`config.mk`:
```
export PLATFORM = sky130hd
export DESIGN_NAME = stepper_step_dir_control
export DESIGN_NICKNAME = d
export VERILOG_FILES = /design/src/stepper_pkg.sv /design/src/phase_map_if.sv /design/src/angle_to_phase.sv /design/src/stepper_step_dir_control.sv
export SDC_FILE = /design/constraint.sdc
export NUM_CORES = 1
export LEC_CHECK = 0
export BUFFER_PORTS_ARGS = -buffer_cell sky130_fd_sc_hd__buf_2
export CORE_UTILIZATION = 60
export CTS_BUF_LIST = sky130_fd_sc_hd__clkbuf_8
export CTS_CLUSTER_SIZE = 25
export DETAILED_ROUTE_END_ITERATION = 6
export PLACE_DENSITY = 0.88
export REMOVE_ABC_BUFFERS = 1
export SLEW_MARGIN = 10
export SYNTH_ARGS = -nofsm -noshare
export SYNTH_HDL_FRONTEND = slang
export SYNTH_SLANG_ARGS = --single-unit
```
`constraint.sdc`:
```
create_clock -name core_clk -period 7.9 [get_ports core_clk]
set_input_delay 1.185 -clock core_clk [delete_from_list [all_inputs] [get_ports core_clk]]
set_output_delay 1.185 -clock core_clk [all_outputs]
set_load 0.01 [all_outputs]
```
`src/stepper_pkg.sv`:
```
package stepper_pkg;

  localparam int CLK_FREQ_MHZ = 200;
  localparam int CHOP_FREQ_KHZ = 100;
  localparam int CHOP_DIV_CYCLES = CLK_FREQ_MHZ * 1000 / CHOP_FREQ_KHZ;
  localparam int ISD_MASK_TICKS = 4;

  localparam int ANGLE_W = 7;
  localparam int MAG_W = 8;
  localparam logic [6:0] HOME_ANGLE = 7'h10;
  localparam logic [6:0] QUARTER_TURN = 7'h20;
  localparam logic [7:0] FULL_SCALE = 8'hFF;

  localparam int AXI_ADDR_W = 8;
  localparam logic [7:0] REG_CTRL_ADDR = 8'h00;
  localparam logic [7:0] REG_STATUS_ADDR = 8'h04;
  localparam logic CTRL_RESET = 1'b0;
  localparam int CTRL_STANDBY_BIT = 0;
  localparam int ST_ANGLE_LSB = 0;
  localparam int ST_MODE_LSB = 8;
  localparam int ST_STANDBY_BIT = 11;
  localparam int ST_THERMAL_BIT = 12;
  localparam int ST_OVERCURRENT_BIT = 13;
  localparam int ST_HOME_BIT = 14;
  localparam int ST_FAULT_PIN_BIT = 15;
  localparam logic [1:0] AXI_OKAY = 2'h0;
  localparam logic [1:0] AXI_SLVERR = 2'h2;

  typedef enum logic [2:0] {
    MODE_STANDBY,
    MODE_FULL,
    MODE_HALF_A,
    MODE_QUARTER,
    MODE_HALF_B,
    MODE_EIGHTH,
    MODE_SIXTEENTH,
    MODE_THIRTYSECOND
  } step_mode_t;

endpackage : stepper_pkg

```
`src/phase_map_if.sv`:
```
`timescale 1ns/1ps
interface phase_map_if;
  logic [6:0] angle;
  stepper_pkg::step_mode_t mode;
  logic [7:0] a_mag;
  logic [7:0] b_mag;
  logic a_neg;
  logic b_neg;

  modport requester (
    output angle,
    output mode,
    input a_mag,
    input b_mag,
    input a_neg,
    input b_neg
  );

  modport mapper (
    input angle,
    input mode,
    output a_mag,
    output b_mag,
    output a_neg,
    output b_neg
  );
endinterface : phase_map_if

```
`src/angle_to_phase.sv`:
```
`timescale 1ns/1ps
module angle_to_phase (
  phase_map_if.mapper pm
);

  // quarter-wave sine, 33 points, full scale 255
  function automatic logic [7:0] sine_q(input logic [5:0] k);
    case (k)
      6'h00: sine_q = 8'h00;
      6'h01: sine_q = 8'h0D;
      6'h02: sine_q = 8'h19;
      6'h03: sine_q = 8'h25;
      6'h04: sine_q = 8'h32;
      6'h05: sine_q = 8'h3E;
      6'h06: sine_q = 8'h4A;
      6'h07: sine_q = 8'h56;
      6'h08: sine_q = 8'h62;
      6'h09: sine_q = 8'h6D;
      6'h0A: sine_q = 8'h78;
      6'h0B: sine_q = 8'h83;
      6'h0C: sine_q = 8'h8E;
      6'h0D: sine_q = 8'h98;
      6'h0E: sine_q = 8'hA2;
      6'h0F: sine_q = 8'hAB;
      6'h10: sine_q = 8'hB4;
      6'h11: sine_q = 8'hBD;
      6'h12: sine_q = 8'hC5;
      6'h13: sine_q = 8'hCD;
      6'h14: sine_q = 8'hD4;
      6'h15: sine_q = 8'hDB;
      6'h16: sine_q = 8'hE1;
      6'h17: sine_q = 8'hE7;
      6'h18: sine_q = 8'hEC;
      6'h19: sine_q = 8'hF0;
      6'h1A: sine_q = 8'hF4;
      6'h1B: sine_q = 8'hF7;
      6'h1C: sine_q = 8'hFA;
      6'h1D: sine_q = 8'hFC;
      6'h1E: sine_q = 8'hFE;
      default: sine_q = 8'hFF;
    endcase
  endfunction : sine_q

  function automatic logic [7:0] magnitude(input logic [6:0] idx,
                                           input logic coarse);
    logic [5:0] k;
    logic [7:0] m;
    k = idx[5] ? 6'(6'h20 - {1'b0, idx[4:0]}) : {1'b0, idx[4:0]};
    m = sine_q(k);
    // full and half step drive either zero or full current
    magnitude = (coarse && m != 8'h00) ? stepper_pkg::FULL_SCALE : m;
  endfunction : magnitude

  logic coarse;
  logic [6:0] a_angle;

  always_comb begin
    coarse = (pm.mode == stepper_pkg::MODE_FULL) ||
             (pm.mode == stepper_pkg::MODE_HALF_A) ||
             (pm.mode == stepper_pkg::MODE_HALF_B) ||
             (pm.mode == stepper_pkg::MODE_STANDBY);
    // phase a is a quarter cycle ahead of phase b
    a_angle = 7'(pm.angle + stepper_pkg::QUARTER_TURN);
    pm.a_mag = magnitude(a_angle, coarse);
    pm.b_mag = magnitude(pm.angle, coarse);
    pm.a_neg = a_angle[6];
    pm.b_neg = pm.angle[6];
  end

endmodule : angle_to_phase

```
`src/stepper_step_dir_control.sv`:
```
// Summary of operation
// - enable high drives bridges, low tristates
// - direction selects which phase leads by 90
// - all selects low: standby, chopper and outputs off
// - select code picks full to 1/32 step
// - angle reset input forces home position
// - home is 45 degrees, 100 or 71 percent
// - home monitor low at home position
// - fault pin low on thermal or overcurrent
// - fault pin open drain, external pull-up
// - step clock rising edge advances one step
// - thermal latch held until standby or restart
// - overcurrent masked four chopper ticks, then latched
//
// Added by the designer: the AXI4-Lite slave port and the register addresses.
`timescale 1ns/1ps
module stepper_step_dir_control #(
  parameter int CHOP_DIV = stepper_pkg::CHOP_DIV_CYCLES,
  parameter int ISD_MASK = stepper_pkg::ISD_MASK_TICKS
) (
  input wire logic core_clk,
  input wire logic srst,
  input wire logic step_clock,
  input wire logic rotation_direction,
  input wire logic output_enable,
  input wire logic angle_reset,
  input wire logic resolution_sel_0,
  input wire logic resolution_sel_1,
  input wire logic resolution_sel_2,
  input wire logic thermal_trip,
  input wire logic overcurrent_trip,
  input wire logic fault_pin_i,
  output logic fault_pin_o,
  output logic fault_pin_oe,
  output logic [7:0] phase_a_output,
  output logic phase_a_negative,
  output logic phase_a_drive_en,
  output logic [7:0] phase_b_output,
  output logic phase_b_negative,
  output logic phase_b_drive_en,
  output logic angle_home_monitor,
  output logic chopper_oscillator,
  input wire logic [7:0] s_axi_awaddr,
  input wire logic s_axi_awvalid,
  output logic s_axi_awready,
  input wire logic [31:0] s_axi_wdata,
  input wire logic [3:0] s_axi_wstrb,
  input wire logic s_axi_wvalid,
  output logic s_axi_wready,
  output logic [1:0] s_axi_bresp,
  output logic s_axi_bvalid,
  input wire logic s_axi_bready,
  input wire logic [7:0] s_axi_araddr,
  input wire logic s_axi_arvalid,
  output logic s_axi_arready,
  output logic [31:0] s_axi_rdata,
  output logic [1:0] s_axi_rresp,
  output logic s_axi_rvalid,
  input wire logic s_axi_rready
);

  localparam int NSYNC = 10;

  logic [NSYNC-1:0] pins_raw;
  logic [NSYNC-1:0] sync1_reg;
  logic [NSYNC-1:0] sync2_reg;
  logic step_prev_reg;
  logic step_rise;
  logic [2:0] sel_code;
  logic pin_standby;
  logic standby;
  stepper_pkg::step_mode_t mode;
  logic [6:0] step_size;
  logic [6:0] angle_reg;
  logic [15:0] chop_cnt_reg;
  logic chop_tick_reg;
  logic [2:0] oc_cnt_reg;
  logic thermal_shutdown_reg;
  logic overcurrent_shutdown_reg;
  logic fault;
  logic drive;
  logic ctrl_standby_reg;
  logic aw_held_reg;
  logic w_held_reg;
  logic [7:0] awaddr_reg;
  logic [31:0] wdata_reg;
  logic [3:0] wstrb_reg;
  logic write_fire;
  logic write_ctrl;
  logic [7:0] ar_word;
  logic [31:0] status_word;

  phase_map_if pm ();

  angle_to_phase u_map (
    .pm(pm.mapper)
  );

  // every pin passes two flops before any logic sees it
  assign pins_raw = {fault_pin_i, overcurrent_trip, thermal_trip,
                     resolution_sel_2, resolution_sel_1, resolution_sel_0,
                     angle_reset, output_enable, rotation_direction,
                     step_clock};

  always_ff @(posedge core_clk) begin
    if (srst) begin
      sync1_reg <= '0;
      sync2_reg <= '0;
    end else begin
      sync1_reg <= pins_raw;
      sync2_reg <= sync1_reg;
    end
  end

  always_ff @(posedge core_clk) begin
    if (srst) begin
      step_prev_reg <= 1'b0;
    end else begin
      step_prev_reg <= sync2_reg[0];
    end
  end

  // falling edges are ignored
  assign step_rise = sync2_reg[0] & ~step_prev_reg;
  assign sel_code = {sync2_reg[4], sync2_reg[5], sync2_reg[6]};
  assign pin_standby = (sel_code == 3'h0);
  assign standby = pin_standby | ctrl_standby_reg;
  assign fault = thermal_shutdown_reg | overcurrent_shutdown_reg;
  assign drive = sync2_reg[2] & ~standby & ~fault;

  always_comb begin
    unique case (sel_code)
      3'h1: mode = stepper_pkg::MODE_FULL;
      3'h2: mode = stepper_pkg::MODE_HALF_A;
      3'h3: mode = stepper_pkg::MODE_QUARTER;
      3'h4: mode = stepper_pkg::MODE_HALF_B;
      3'h5: mode = stepper_pkg::MODE_EIGHTH;
      3'h6: mode = stepper_pkg::MODE_SIXTEENTH;
      3'h7: mode = stepper_pkg::MODE_THIRTYSECOND;
      // standby keeps the full-step setting
      3'h0: mode = stepper_pkg::MODE_FULL;
    endcase
  end

  always_comb begin
    unique case (mode)
      stepper_pkg::MODE_STANDBY: step_size = 7'h20;
      stepper_pkg::MODE_FULL: step_size = 7'h20;
      stepper_pkg::MODE_HALF_A: step_size = 7'h10;
      stepper_pkg::MODE_HALF_B: step_size = 7'h10;
      stepper_pkg::MODE_QUARTER: step_size = 7'h08;
      stepper_pkg::MODE_EIGHTH: step_size = 7'h04;
      stepper_pkg::MODE_SIXTEENTH: step_size = 7'h02;
      stepper_pkg::MODE_THIRTYSECOND: step_size = 7'h01;
    endcase
  end

  // 128 positions per electrical cycle, wrap is free in 7 bits
  always_ff @(posedge core_clk) begin
    if (srst) begin
      angle_reg <= stepper_pkg::HOME_ANGLE;
    end else if (sync2_reg[3]) begin
      angle_reg <= stepper_pkg::HOME_ANGLE;
    end else if (step_rise && !standby && !fault) begin
      if (sync2_reg[1]) begin
        angle_reg <= 7'(angle_reg + step_size);
      end else begin
        angle_reg <= 7'(angle_reg - step_size);
      end
    end
  end

  assign pm.angle = angle_reg;
  assign pm.mode = mode;

  // chopper runs from the core clock; stopped in standby
  always_ff @(posedge core_clk) begin
    if (srst || standby) begin
      chop_cnt_reg <= '0;
      chop_tick_reg <= 1'b0;
    end else if (chop_cnt_reg == 16'(CHOP_DIV - 1)) begin
      chop_cnt_reg <= '0;
      chop_tick_reg <= 1'b1;
    end else begin
      chop_cnt_reg <= 16'(chop_cnt_reg + 16'h1);
      chop_tick_reg <= 1'b0;
    end
  end

  always_ff @(posedge core_clk) begin
    if (srst) begin
      chopper_oscillator <= 1'b0;
    end else begin
      chopper_oscillator <= !standby && (chop_cnt_reg < 16'(CHOP_DIV / 2));
    end
  end

  // a trip still present while standby is selected stays latched
  always_ff @(posedge core_clk) begin
    if (srst) begin
      thermal_shutdown_reg <= 1'b0;
    end else if (sync2_reg[7]) begin
      thermal_shutdown_reg <= 1'b1;
    end else if (pin_standby) begin
      thermal_shutdown_reg <= 1'b0;
    end
  end

  // short spikes from switching noise never reach the latch
  always_ff @(posedge core_clk) begin
    if (srst || pin_standby) begin
      oc_cnt_reg <= '0;
      overcurrent_shutdown_reg <= 1'b0;
    end else if (!sync2_reg[8]) begin
      oc_cnt_reg <= '0;
    end else if (chop_tick_reg && !overcurrent_shutdown_reg) begin
      oc_cnt_reg <= 3'(oc_cnt_reg + 3'h1);
      if (oc_cnt_reg == 3'(ISD_MASK - 1)) begin
        overcurrent_shutdown_reg <= 1'b1;
      end
    end
  end

  always_ff @(posedge core_clk) begin
    if (srst) begin
      phase_a_output <= '0;
      phase_b_output <= '0;
      phase_a_negative <= 1'b0;
      phase_b_negative <= 1'b0;
      phase_a_drive_en <= 1'b0;
      phase_b_drive_en <= 1'b0;
    end else begin
      phase_a_output <= drive ? pm.a_mag : 8'h00;
      phase_b_output <= drive ? pm.b_mag : 8'h00;
      phase_a_negative <= pm.a_neg;
      phase_b_negative <= pm.b_neg;
      phase_a_drive_en <= drive;
      phase_b_drive_en <= drive;
    end
  end

  always_ff @(posedge core_clk) begin
    if (srst) begin
      angle_home_monitor <= 1'b0;
      fault_pin_o <= 1'b0;
      fault_pin_oe <= 1'b0;
    end else begin
      angle_home_monitor <= (angle_reg != stepper_pkg::HOME_ANGLE);
      fault_pin_o <= 1'b0;
      fault_pin_oe <= fault;
    end
  end

  // write channel: address and data taken in either order
  assign write_fire = aw_held_reg & w_held_reg & ~s_axi_bvalid;
  assign write_ctrl = ({awaddr_reg[7:2], 2'h0} ==
                       stepper_pkg::REG_CTRL_ADDR);

  always_ff @(posedge core_clk) begin
    if (srst) begin
      s_axi_awready <= 1'b1;
      s_axi_wready <= 1'b1;
      s_axi_bvalid <= 1'b0;
      s_axi_bresp <= stepper_pkg::AXI_OKAY;
      aw_held_reg <= 1'b0;
      w_held_reg <= 1'b0;
      awaddr_reg <= '0;
      wdata_reg <= '0;
      wstrb_reg <= '0;
    end else begin
      if (s_axi_awvalid && s_axi_awready) begin
        aw_held_reg <= 1'b1;
        awaddr_reg <= s_axi_awaddr;
        s_axi_awready <= 1'b0;
      end
      if (s_axi_wvalid && s_axi_wready) begin
        w_held_reg <= 1'b1;
        wdata_reg <= s_axi_wdata;
        wstrb_reg <= s_axi_wstrb;
        s_axi_wready <= 1'b0;
      end
      if (write_fire) begin
        aw_held_reg <= 1'b0;
        w_held_reg <= 1'b0;
        s_axi_bvalid <= 1'b1;
        s_axi_bresp <= write_ctrl ? stepper_pkg::AXI_OKAY :
                       stepper_pkg::AXI_SLVERR;
      end
      if (s_axi_bvalid && s_axi_bready) begin
        s_axi_bvalid <= 1'b0;
        s_axi_awready <= 1'b1;
        s_axi_wready <= 1'b1;
      end
    end
  end

  always_ff @(posedge core_clk) begin
    if (srst) begin
      ctrl_standby_reg <= stepper_pkg::CTRL_RESET;
    end else if (write_fire && write_ctrl && wstrb_reg[0]) begin
      ctrl_standby_reg <= wdata_reg[stepper_pkg::CTRL_STANDBY_BIT];
    end
  end

  always_comb begin
    status_word = '0;
    status_word[stepper_pkg::ST_ANGLE_LSB +: 7] = angle_reg;
    status_word[stepper_pkg::ST_MODE_LSB +: 3] = sel_code;
    status_word[stepper_pkg::ST_STANDBY_BIT] = standby;
    status_word[stepper_pkg::ST_THERMAL_BIT] = thermal_shutdown_reg;
    status_word[stepper_pkg::ST_OVERCURRENT_BIT] = overcurrent_shutdown_reg;
    status_word[stepper_pkg::ST_HOME_BIT] =
      (angle_reg == stepper_pkg::HOME_ANGLE);
    status_word[stepper_pkg::ST_FAULT_PIN_BIT] = sync2_reg[9];
  end

  assign ar_word = {s_axi_araddr[7:2], 2'h0};

  always_ff @(posedge core_clk) begin
    if (srst) begin
      s_axi_arready <= 1'b1;
      s_axi_rvalid <= 1'b0;
      s_axi_rdata <= '0;
      s_axi_rresp <= stepper_pkg::AXI_OKAY;
    end else if (s_axi_arvalid && s_axi_arready) begin
      s_axi_arready <= 1'b0;
      s_axi_rvalid <= 1'b1;
      if (ar_word == stepper_pkg::REG_CTRL_ADDR) begin
        s_axi_rdata <= {31'h0, ctrl_standby_reg};
        s_axi_rresp <= stepper_pkg::AXI_OKAY;
      end else if (ar_word == stepper_pkg::REG_STATUS_ADDR) begin
        s_axi_rdata <= status_word;
        s_axi_rresp <= stepper_pkg::AXI_OKAY;
      end else begin
        s_axi_rdata <= '0;
        s_axi_rresp <= stepper_pkg::AXI_SLVERR;
      end
    end else if (s_axi_rvalid && s_axi_rready) begin
      s_axi_rvalid <= 1'b0;
      s_axi_arready <= 1'b1;
    end
  end

endmodule : stepper_step_dir_control

```
# Word level (Yosys, flattened, before mapping)
# Memories as Yosys holds them, arrays and structs flattened. A register that Yosys moved wholly into a read port is not among the register bits.
# Cells that the tools add are included.
totals:
  reg_bits: 126
  mem_bits_ro: 584
  input_bits: 69
  output_inout_bits: 65
  wordCells: 120
  memories: 4
op_classes:
  add_sub_neg: 7
  magnitude_cmp: 1
  n_eq_ne: 8
  mux: 20
  n_bitwise: 13
  n_reduce_logical: 36
memory_table:
  columns: ["memory", "depth", "word_bits", "read_ports", "rd_ports_with_merged_regs", "wr", "line", "rtl"]
  rows:
  - ["(name not given)", 32, 8, 1, 0, 0, "angle_to_phase.sv:8", "case (k)"]
  - ["(name not given)", 32, 8, 1, 0, 0, "angle_to_phase.sv:8", null]
  - ["(name not given)", 8, 6, 1, 0, 0, "stepper_step_dir_control.sv:146", "unique case (mode)"]
  - ["(name not given)", 8, 3, 1, 1, 0, "stepper_step_dir_control.sv:132", "unique case (sel_code)"]
ops:
  columns: ["cell", "count"]
  rows:
  - ["$mux 16", 2]
  - ["$mux 8", 4]
  - ["$add 16x1->16 const B", 1]
  - ["$eq 16x11->1 const B", 1]
  - ["$lt 16x10->1 const B", 1]
  - ["$reduce_bool 8->1", 2]
  - ["$logic_and 1x1->1", 13]
  - ["$mux 6", 2]
  - ["$reduce_or 2->1", 6]
  - ["$sub 6x5->6 const A", 2]
  - ["$logic_not 8->1", 1]
  - ["$add 7x6->7 const B", 1]
  - ["$add 7x7->7", 1]
  - ["$eq 7x5->1 const B", 1]
  - ["$mux 1", 7]
  - ["$mux 7", 1]
  - ["$ne 7x5->1 const B", 1]
  - ["$sub 7x7->7", 1]
  - ["$eq 3x2->1 const B", 2]
  - ["$eq 6x1->1 const B", 1]
  - ["$logic_not 3->1", 2]
  - ["$logic_not 6->1", 1]
  - ["$mux 2", 3]
  - ["$not 1->1", 6]
  - ["10 further kinds", 22]

# Logic depth before layout (Yosys ltp)
# An unclocked memory read counts as a cell.
logic_depth:
  ltp_word: 8
  mapped_depth: 13
  ltp_nobuf: 12

# Hierarchy
# Synthesis repeated with hierarchy kept, for this count alone.
unflattened:
  cells_unflattened: 664
  area_unflattened_um2: 5718.0
modules_own_cells:
  columns: ["module", "instances", "cells_each", "area_each_um2", "seq_area_each_um2"]
  rows:
  - ["stepper_step_dir_control", 1, 433, 4096.4, 2162.1]
  - ["angle_to_phase", 1, 231, 1621.6, 0.0]

# Worst setup path after synthesis
# OpenSTA, ideal clock, no wires.
synth_timing:
  kind: "register to register"
  start: "reg angle_reg[0]"
  end: "reg phase_b_output[3]"
  setup_time_ns: 0.134
  arrival_time_ns: 3.331
  required_time_ns: 7.766
  setup_slack_ns: 4.435
  path_stages_with_launch: 13
  n_path_buf: 1
  period_less_slack_ns: 3.465
  cell_sequence: "dfxtp_1 clkbuf_1 inv_1 ha_1 nand2_1 o21ai_1 inv_1 ha_1 mux2_1 a211oi_1 nand3_1 nor4_4 o22ai_1"
synth_via:
  elab_chain_cells: 7
synth_lines:
  columns: ["item", "line", "rtl"]
  rows:
  - ["from (decl)", "stepper_step_dir_control.sv:74", "logic [6:0] angle_reg;"]
  - ["from (signal assigned)", "stepper_step_dir_control.sv:161", "angle_reg <= stepper_pkg::HOME_ANGLE;"]
  - ["from (signal assigned)", "stepper_step_dir_control.sv:163", "angle_reg <= stepper_pkg::HOME_ANGLE;"]
  - ["from (signal assigned)", "stepper_step_dir_control.sv:166", "angle_reg <= 7'(angle_reg + step_size);"]
  - ["$sub 6x5->6", "angle_to_phase.sv:48", "k = idx[5] ? 6'(6'h20 - {1'b0, idx[4:0]}) : {1'b0, idx[4:0]};"]
  - ["$mux 6 (*)", "angle_to_phase.sv:48", null]
  - ["$mem_v2 32x8", null, null]
  - ["$mux 8 (*)", "angle_to_phase.sv:8", null]
  - ["$reduce_bool 8->1", "angle_to_phase.sv:51", "magnitude = (coarse && m != 8'h00) ? stepper_pkg::FULL_SCALE : m;"]
  - ["$logic_and 1x1->1", "angle_to_phase.sv:51", null]
  - ["$mux 8 (*)", "angle_to_phase.sv:51", null]
  - ["to (signal assigned)", "stepper_step_dir_control.sv:234", "phase_b_output <= drive ? pm.b_mag : 8'h00;"]
  - ["to (decl)", "stepper_step_dir_control.sv:38", "output logic [7:0] phase_b_output,"]
# Mark *: on every way between the ends. The rest lies on a longest branch, timed or not.
# A chain may end at the register's enable or synchronous reset.

# Worst setup path in the final report
layout_timing:
  start: "reg angle_reg[0]"
  end: "reg phase_b_output[7]"
# The elaborated chain is that of the path after synthesis.

==> run_results.csv <==
group,metric,value,unit
power,power_frac_clock,35.1,%
route,wire_per_inst,14.3,um
worst_hold_path,hp-class,"reg -> reg",
logic_synthesis,ys_async_sr_fraction,0,%
power,ir_worst_vdd,0.000120,V
route,vias,4793,
critical_path,endpoint_kind,"flip-flop",
logic_synthesis,yosysSeqAreaShare,38.9,%
clocking,clk_latency,0.38,ns
die,initial_core_util,62.9,%
power,p_seq_share,56.4,%
power,pwr-share-comb,8.4,%
placement,dp.cells,807,
placement,portBuffers,75,
logic_synthesis,ys_types,72,
timing,worst_slew_pin_slew,1.00,ns
clocking,clkSlewWorstSetupHoldPaths,0.10,ns
critical_path,critPathKind,"reg -> reg",
finish,num-nets-final,808,
global_route,grt_max_degree,66,
critical_path,startpoint_type,"flip-flop",
critical_path,cp_cell_sequence,"inv_1 > ha_1 > and2b_1 > xnor2_1 > inv_1 > o21a_1 > nor3_1 > o2111ai_1 > nor4_4 > o22ai_1",
power,switching_share,26.2,%
status,violations,"design-rule violations",
timing,setup_viol,0,
timing,tns,0,ns
finish,area_delta_synth_final,8.90,%
die,dieArea,0.00966,sq mm
finish,largest_register_ffs,16,
timing,period_share,58.9,%
logic_synthesis,yosysWarningCount,0,
run,drv_cap,0,
die,die_w,98.3,um
finish,drive_above_1_share,15.3,%
timing,maxSlewViolCount,0,
critical_path,max_stage_delay,0.75,ns
logic_synthesis,synth-edff-count,0,
timing,slew_headroom,33.2,%
global_route,groute.usage.overall,25.0,%
die,core_area,0.00885,sq mm
critical_path,cp_top_family,"buffers and inverters",
critical_path,arrival,4.89,ns
logic_synthesis,synth_seq_cells,108,
status,outcome,"finished with violations",
critical_path,path_buf_inv,2,
route,vias_per_cell,5.83,
power,powerDensity,166,mW/mm^2
critical_path,cpMostUsedCell,"inv_1",
route,wl,11700,um
die,chipHeight,98.3,um
clocking,cts_resized,0,
global_route,overflow,0,
clocking,cts.sinks,108,
timing,finClkSkew,0.0140,ns
finish,layout.cells.non_filler,822,
global_route,grt_pass1_vias,4564,
timing,rsz0062_at_grt,"false",
logic_synthesis,synthCells,655,
critical_path,crit_slowest_cell,"xnor2_1",
clocking,cts_buffers,9,
clocking,cts_setup_buffers,0,
global_route,antenna_found_initial,0,
finish,antenna_cells,0,
die,std_cell_rows,34,
placement,gp_congestion,0.951,
global_route,grt_pass1_wl,19900,um
power,p_leak,0.00250,uW
route,drt_first_iter_violations,180,
power,p_switching,264,uW
clocking,cts_hold_buffers,0,
timing,final-hold-violation-count,0,
die,io_pins,134,
critical_path,crit_fanout,22,
finish,final_util,68.5,%
critical_path,required,8.14,ns
route,ant_nets,0,
clocking,cts_buffer_depth,2,
clocking,htree_levels,3,
placement,hpwl,8360,um
clocking,root_buffer,"clkbuf_8",
route,drcViolationCount,2,
logic_synthesis,synth_area_per_cell,8.49,sq um
route,firstDrtPassIters,7,
logic_synthesis,syn_area,0.00556,sq mm
power,power.internal,744,uW
clocking,cts_tree,"yes",
timing,timing.fmax,215,MHz
timing,period_needed,4.65,ns
logic_synthesis,synth_flop_cell,"dfxtp_1",
synthesized netlist by cell type (all sizes together) (5+ instances only):
cell type | instances | share of area, %
nor2b | 30 | 3.4
buf | 36 | 4.5
ha | 28 | 6.3
nand2 | 48 | 3.2
o22ai | 6 | 0.67
nand4 | 8 | 0.90
o211ai | 6 | 0.90
o21ai | 30 | 2.7
nor2 | 73 | 5.0
clkbuf | 16 | 1.1
xor2 | 11 | 1.7
inv | 24 | 1.6
nor3 | 29 | 2.7
o21a | 7 | 0.94
xnor2 | 11 | 1.7
nor4 | 6 | 1.2
a211oi | 6 | 0.81
a22oi | 15 | 2.0
nand3 | 25 | 2.2
a21oi | 40 | 3.6
dfxtp | 108 | 39
nand2b | 11 | 1.2
or3 | 5 | 0.56
mux2i | 10 | 1.8
placed cells by master (no fill, tap or decap), types with 3 or more instances in the layout:
master,instances
or3_1,5
o21ai_0,23
clkbuf_8,9
mux2_2,3
o21ai_1,7
o211ai_1,5
conb_1,20
nand2b_1,11
mux2i_1,10
a211o_1,3
nor4_1,4
nor2b_1,30
nand2_1,48
a21oi_1,40
buf_2,75
dfxtp_1,108
and3_1,4
a211oi_1,6
or4_1,4
a21o_1,3
xor2_1,11
inv_1,24
nand4_1,8
xnor2_1,11
ha_1,28
o22ai_1,6
nor3_1,28
nor2_1,72
o311ai_0,3
o21a_1,7
nand3_1,25
a31oi_1,4
a22oi_1,15
layer usage:
| metal | wire length (um) | up-vias | track usage [%] |
|---|---|---|---|
| met5 | 0 | - | 0 |
| met4 | 216 | 0 | 10.4 |
| met3 | 506 | 21 | 4.44 |
| met2 | 5980 | 141 | 44.8 |
| met1 | 5030 | 2262 | 29.4 |
| li1 | - | 2369 | - |
power groups by stage:
stage / combinational, uW / clock [uW] / sequential [uW]
final: 85.1 / 354 / 569
after global routing: 95.8 / 379 / 572
after CTS: 84.4 / 357 / 569
after detailed placement: 84.0 / 0 / 582
after global placement: 81.4 / 0 / 581
after floorplan: 52.9 / 0 / 582
logic make-up after synthesis:
logic type	synth area share, %
buffers and inverters	7.24
flip-flops	38.9
other	0.0674
AND/OR/NAND/NOR	23.3
adder cells (fa/ha/maj)	6.66
AO/OA/AOI/OAI	17.8
XOR/XNOR	3.46
multiplexers	2.61
worst reg2reg max path: stages (launching register included):
cell       delay (ns)
dfxtp_1          0.63
inv_1            0.59
ha_1             0.56
and2b_1          0.28
xnor2_1          0.75
inv_1            0.40
o21a_1           0.27
nor3_1           0.24
o2111ai_1        0.23
nor4_4           0.42
o22ai_1          0.15
through the flow:
stage | power, uW | area [sq um] | setup slack (ns) | hold WS [ns]
detailed placement | 666 | 5850 | 3.34 | 0.428
finish | 1010 | 6060 | 3.25 | 0.449
CTS | 1010 | 6060 | 3.33 | 0.453
global route | 1050 | 6060 | 2.88 | 0.464
floorplan | 635 | 5330 | 4.29 | 0.411
global placement | 662 | 5850 | 3.49 | 0.421
final cells by class:
| cell class | count | area [sq um] |
|---|---|---|
| multi-input combinational | 489 | 3070 |
| fill | 705 | 2790 |
| sequential | 108 | 2160 |
| timing repair buffer | 77 | 390 |
| tap | 108 | 135 |
| clock buffer | 9 | 124 |
| inverter | 25 | 93.8 |
| clock inverter | 6 | 83.8 |
worst paths after layout:
check                                 start                      endpoint  slack (ns)  depth (start not counted)
setup reg to reg  angle_reg[0]$_SDFFE_PP0P_  phase_b_output[7]$_SDFF_PP0_        3.25                         10
hold reg to reg     sync1_reg[8]$_SDFF_PP0_       sync2_reg[8]$_SDFF_PP0_        0.45                          1
hold / removal      sync1_reg[8]$_SDFF_PP0_       sync2_reg[8]$_SDFF_PP0_        0.45                          1
setup / recovery  angle_reg[0]$_SDFFE_PP0P_  phase_b_output[7]$_SDFF_PP0_        3.25                         10
(Power assumes the default switching activity.)
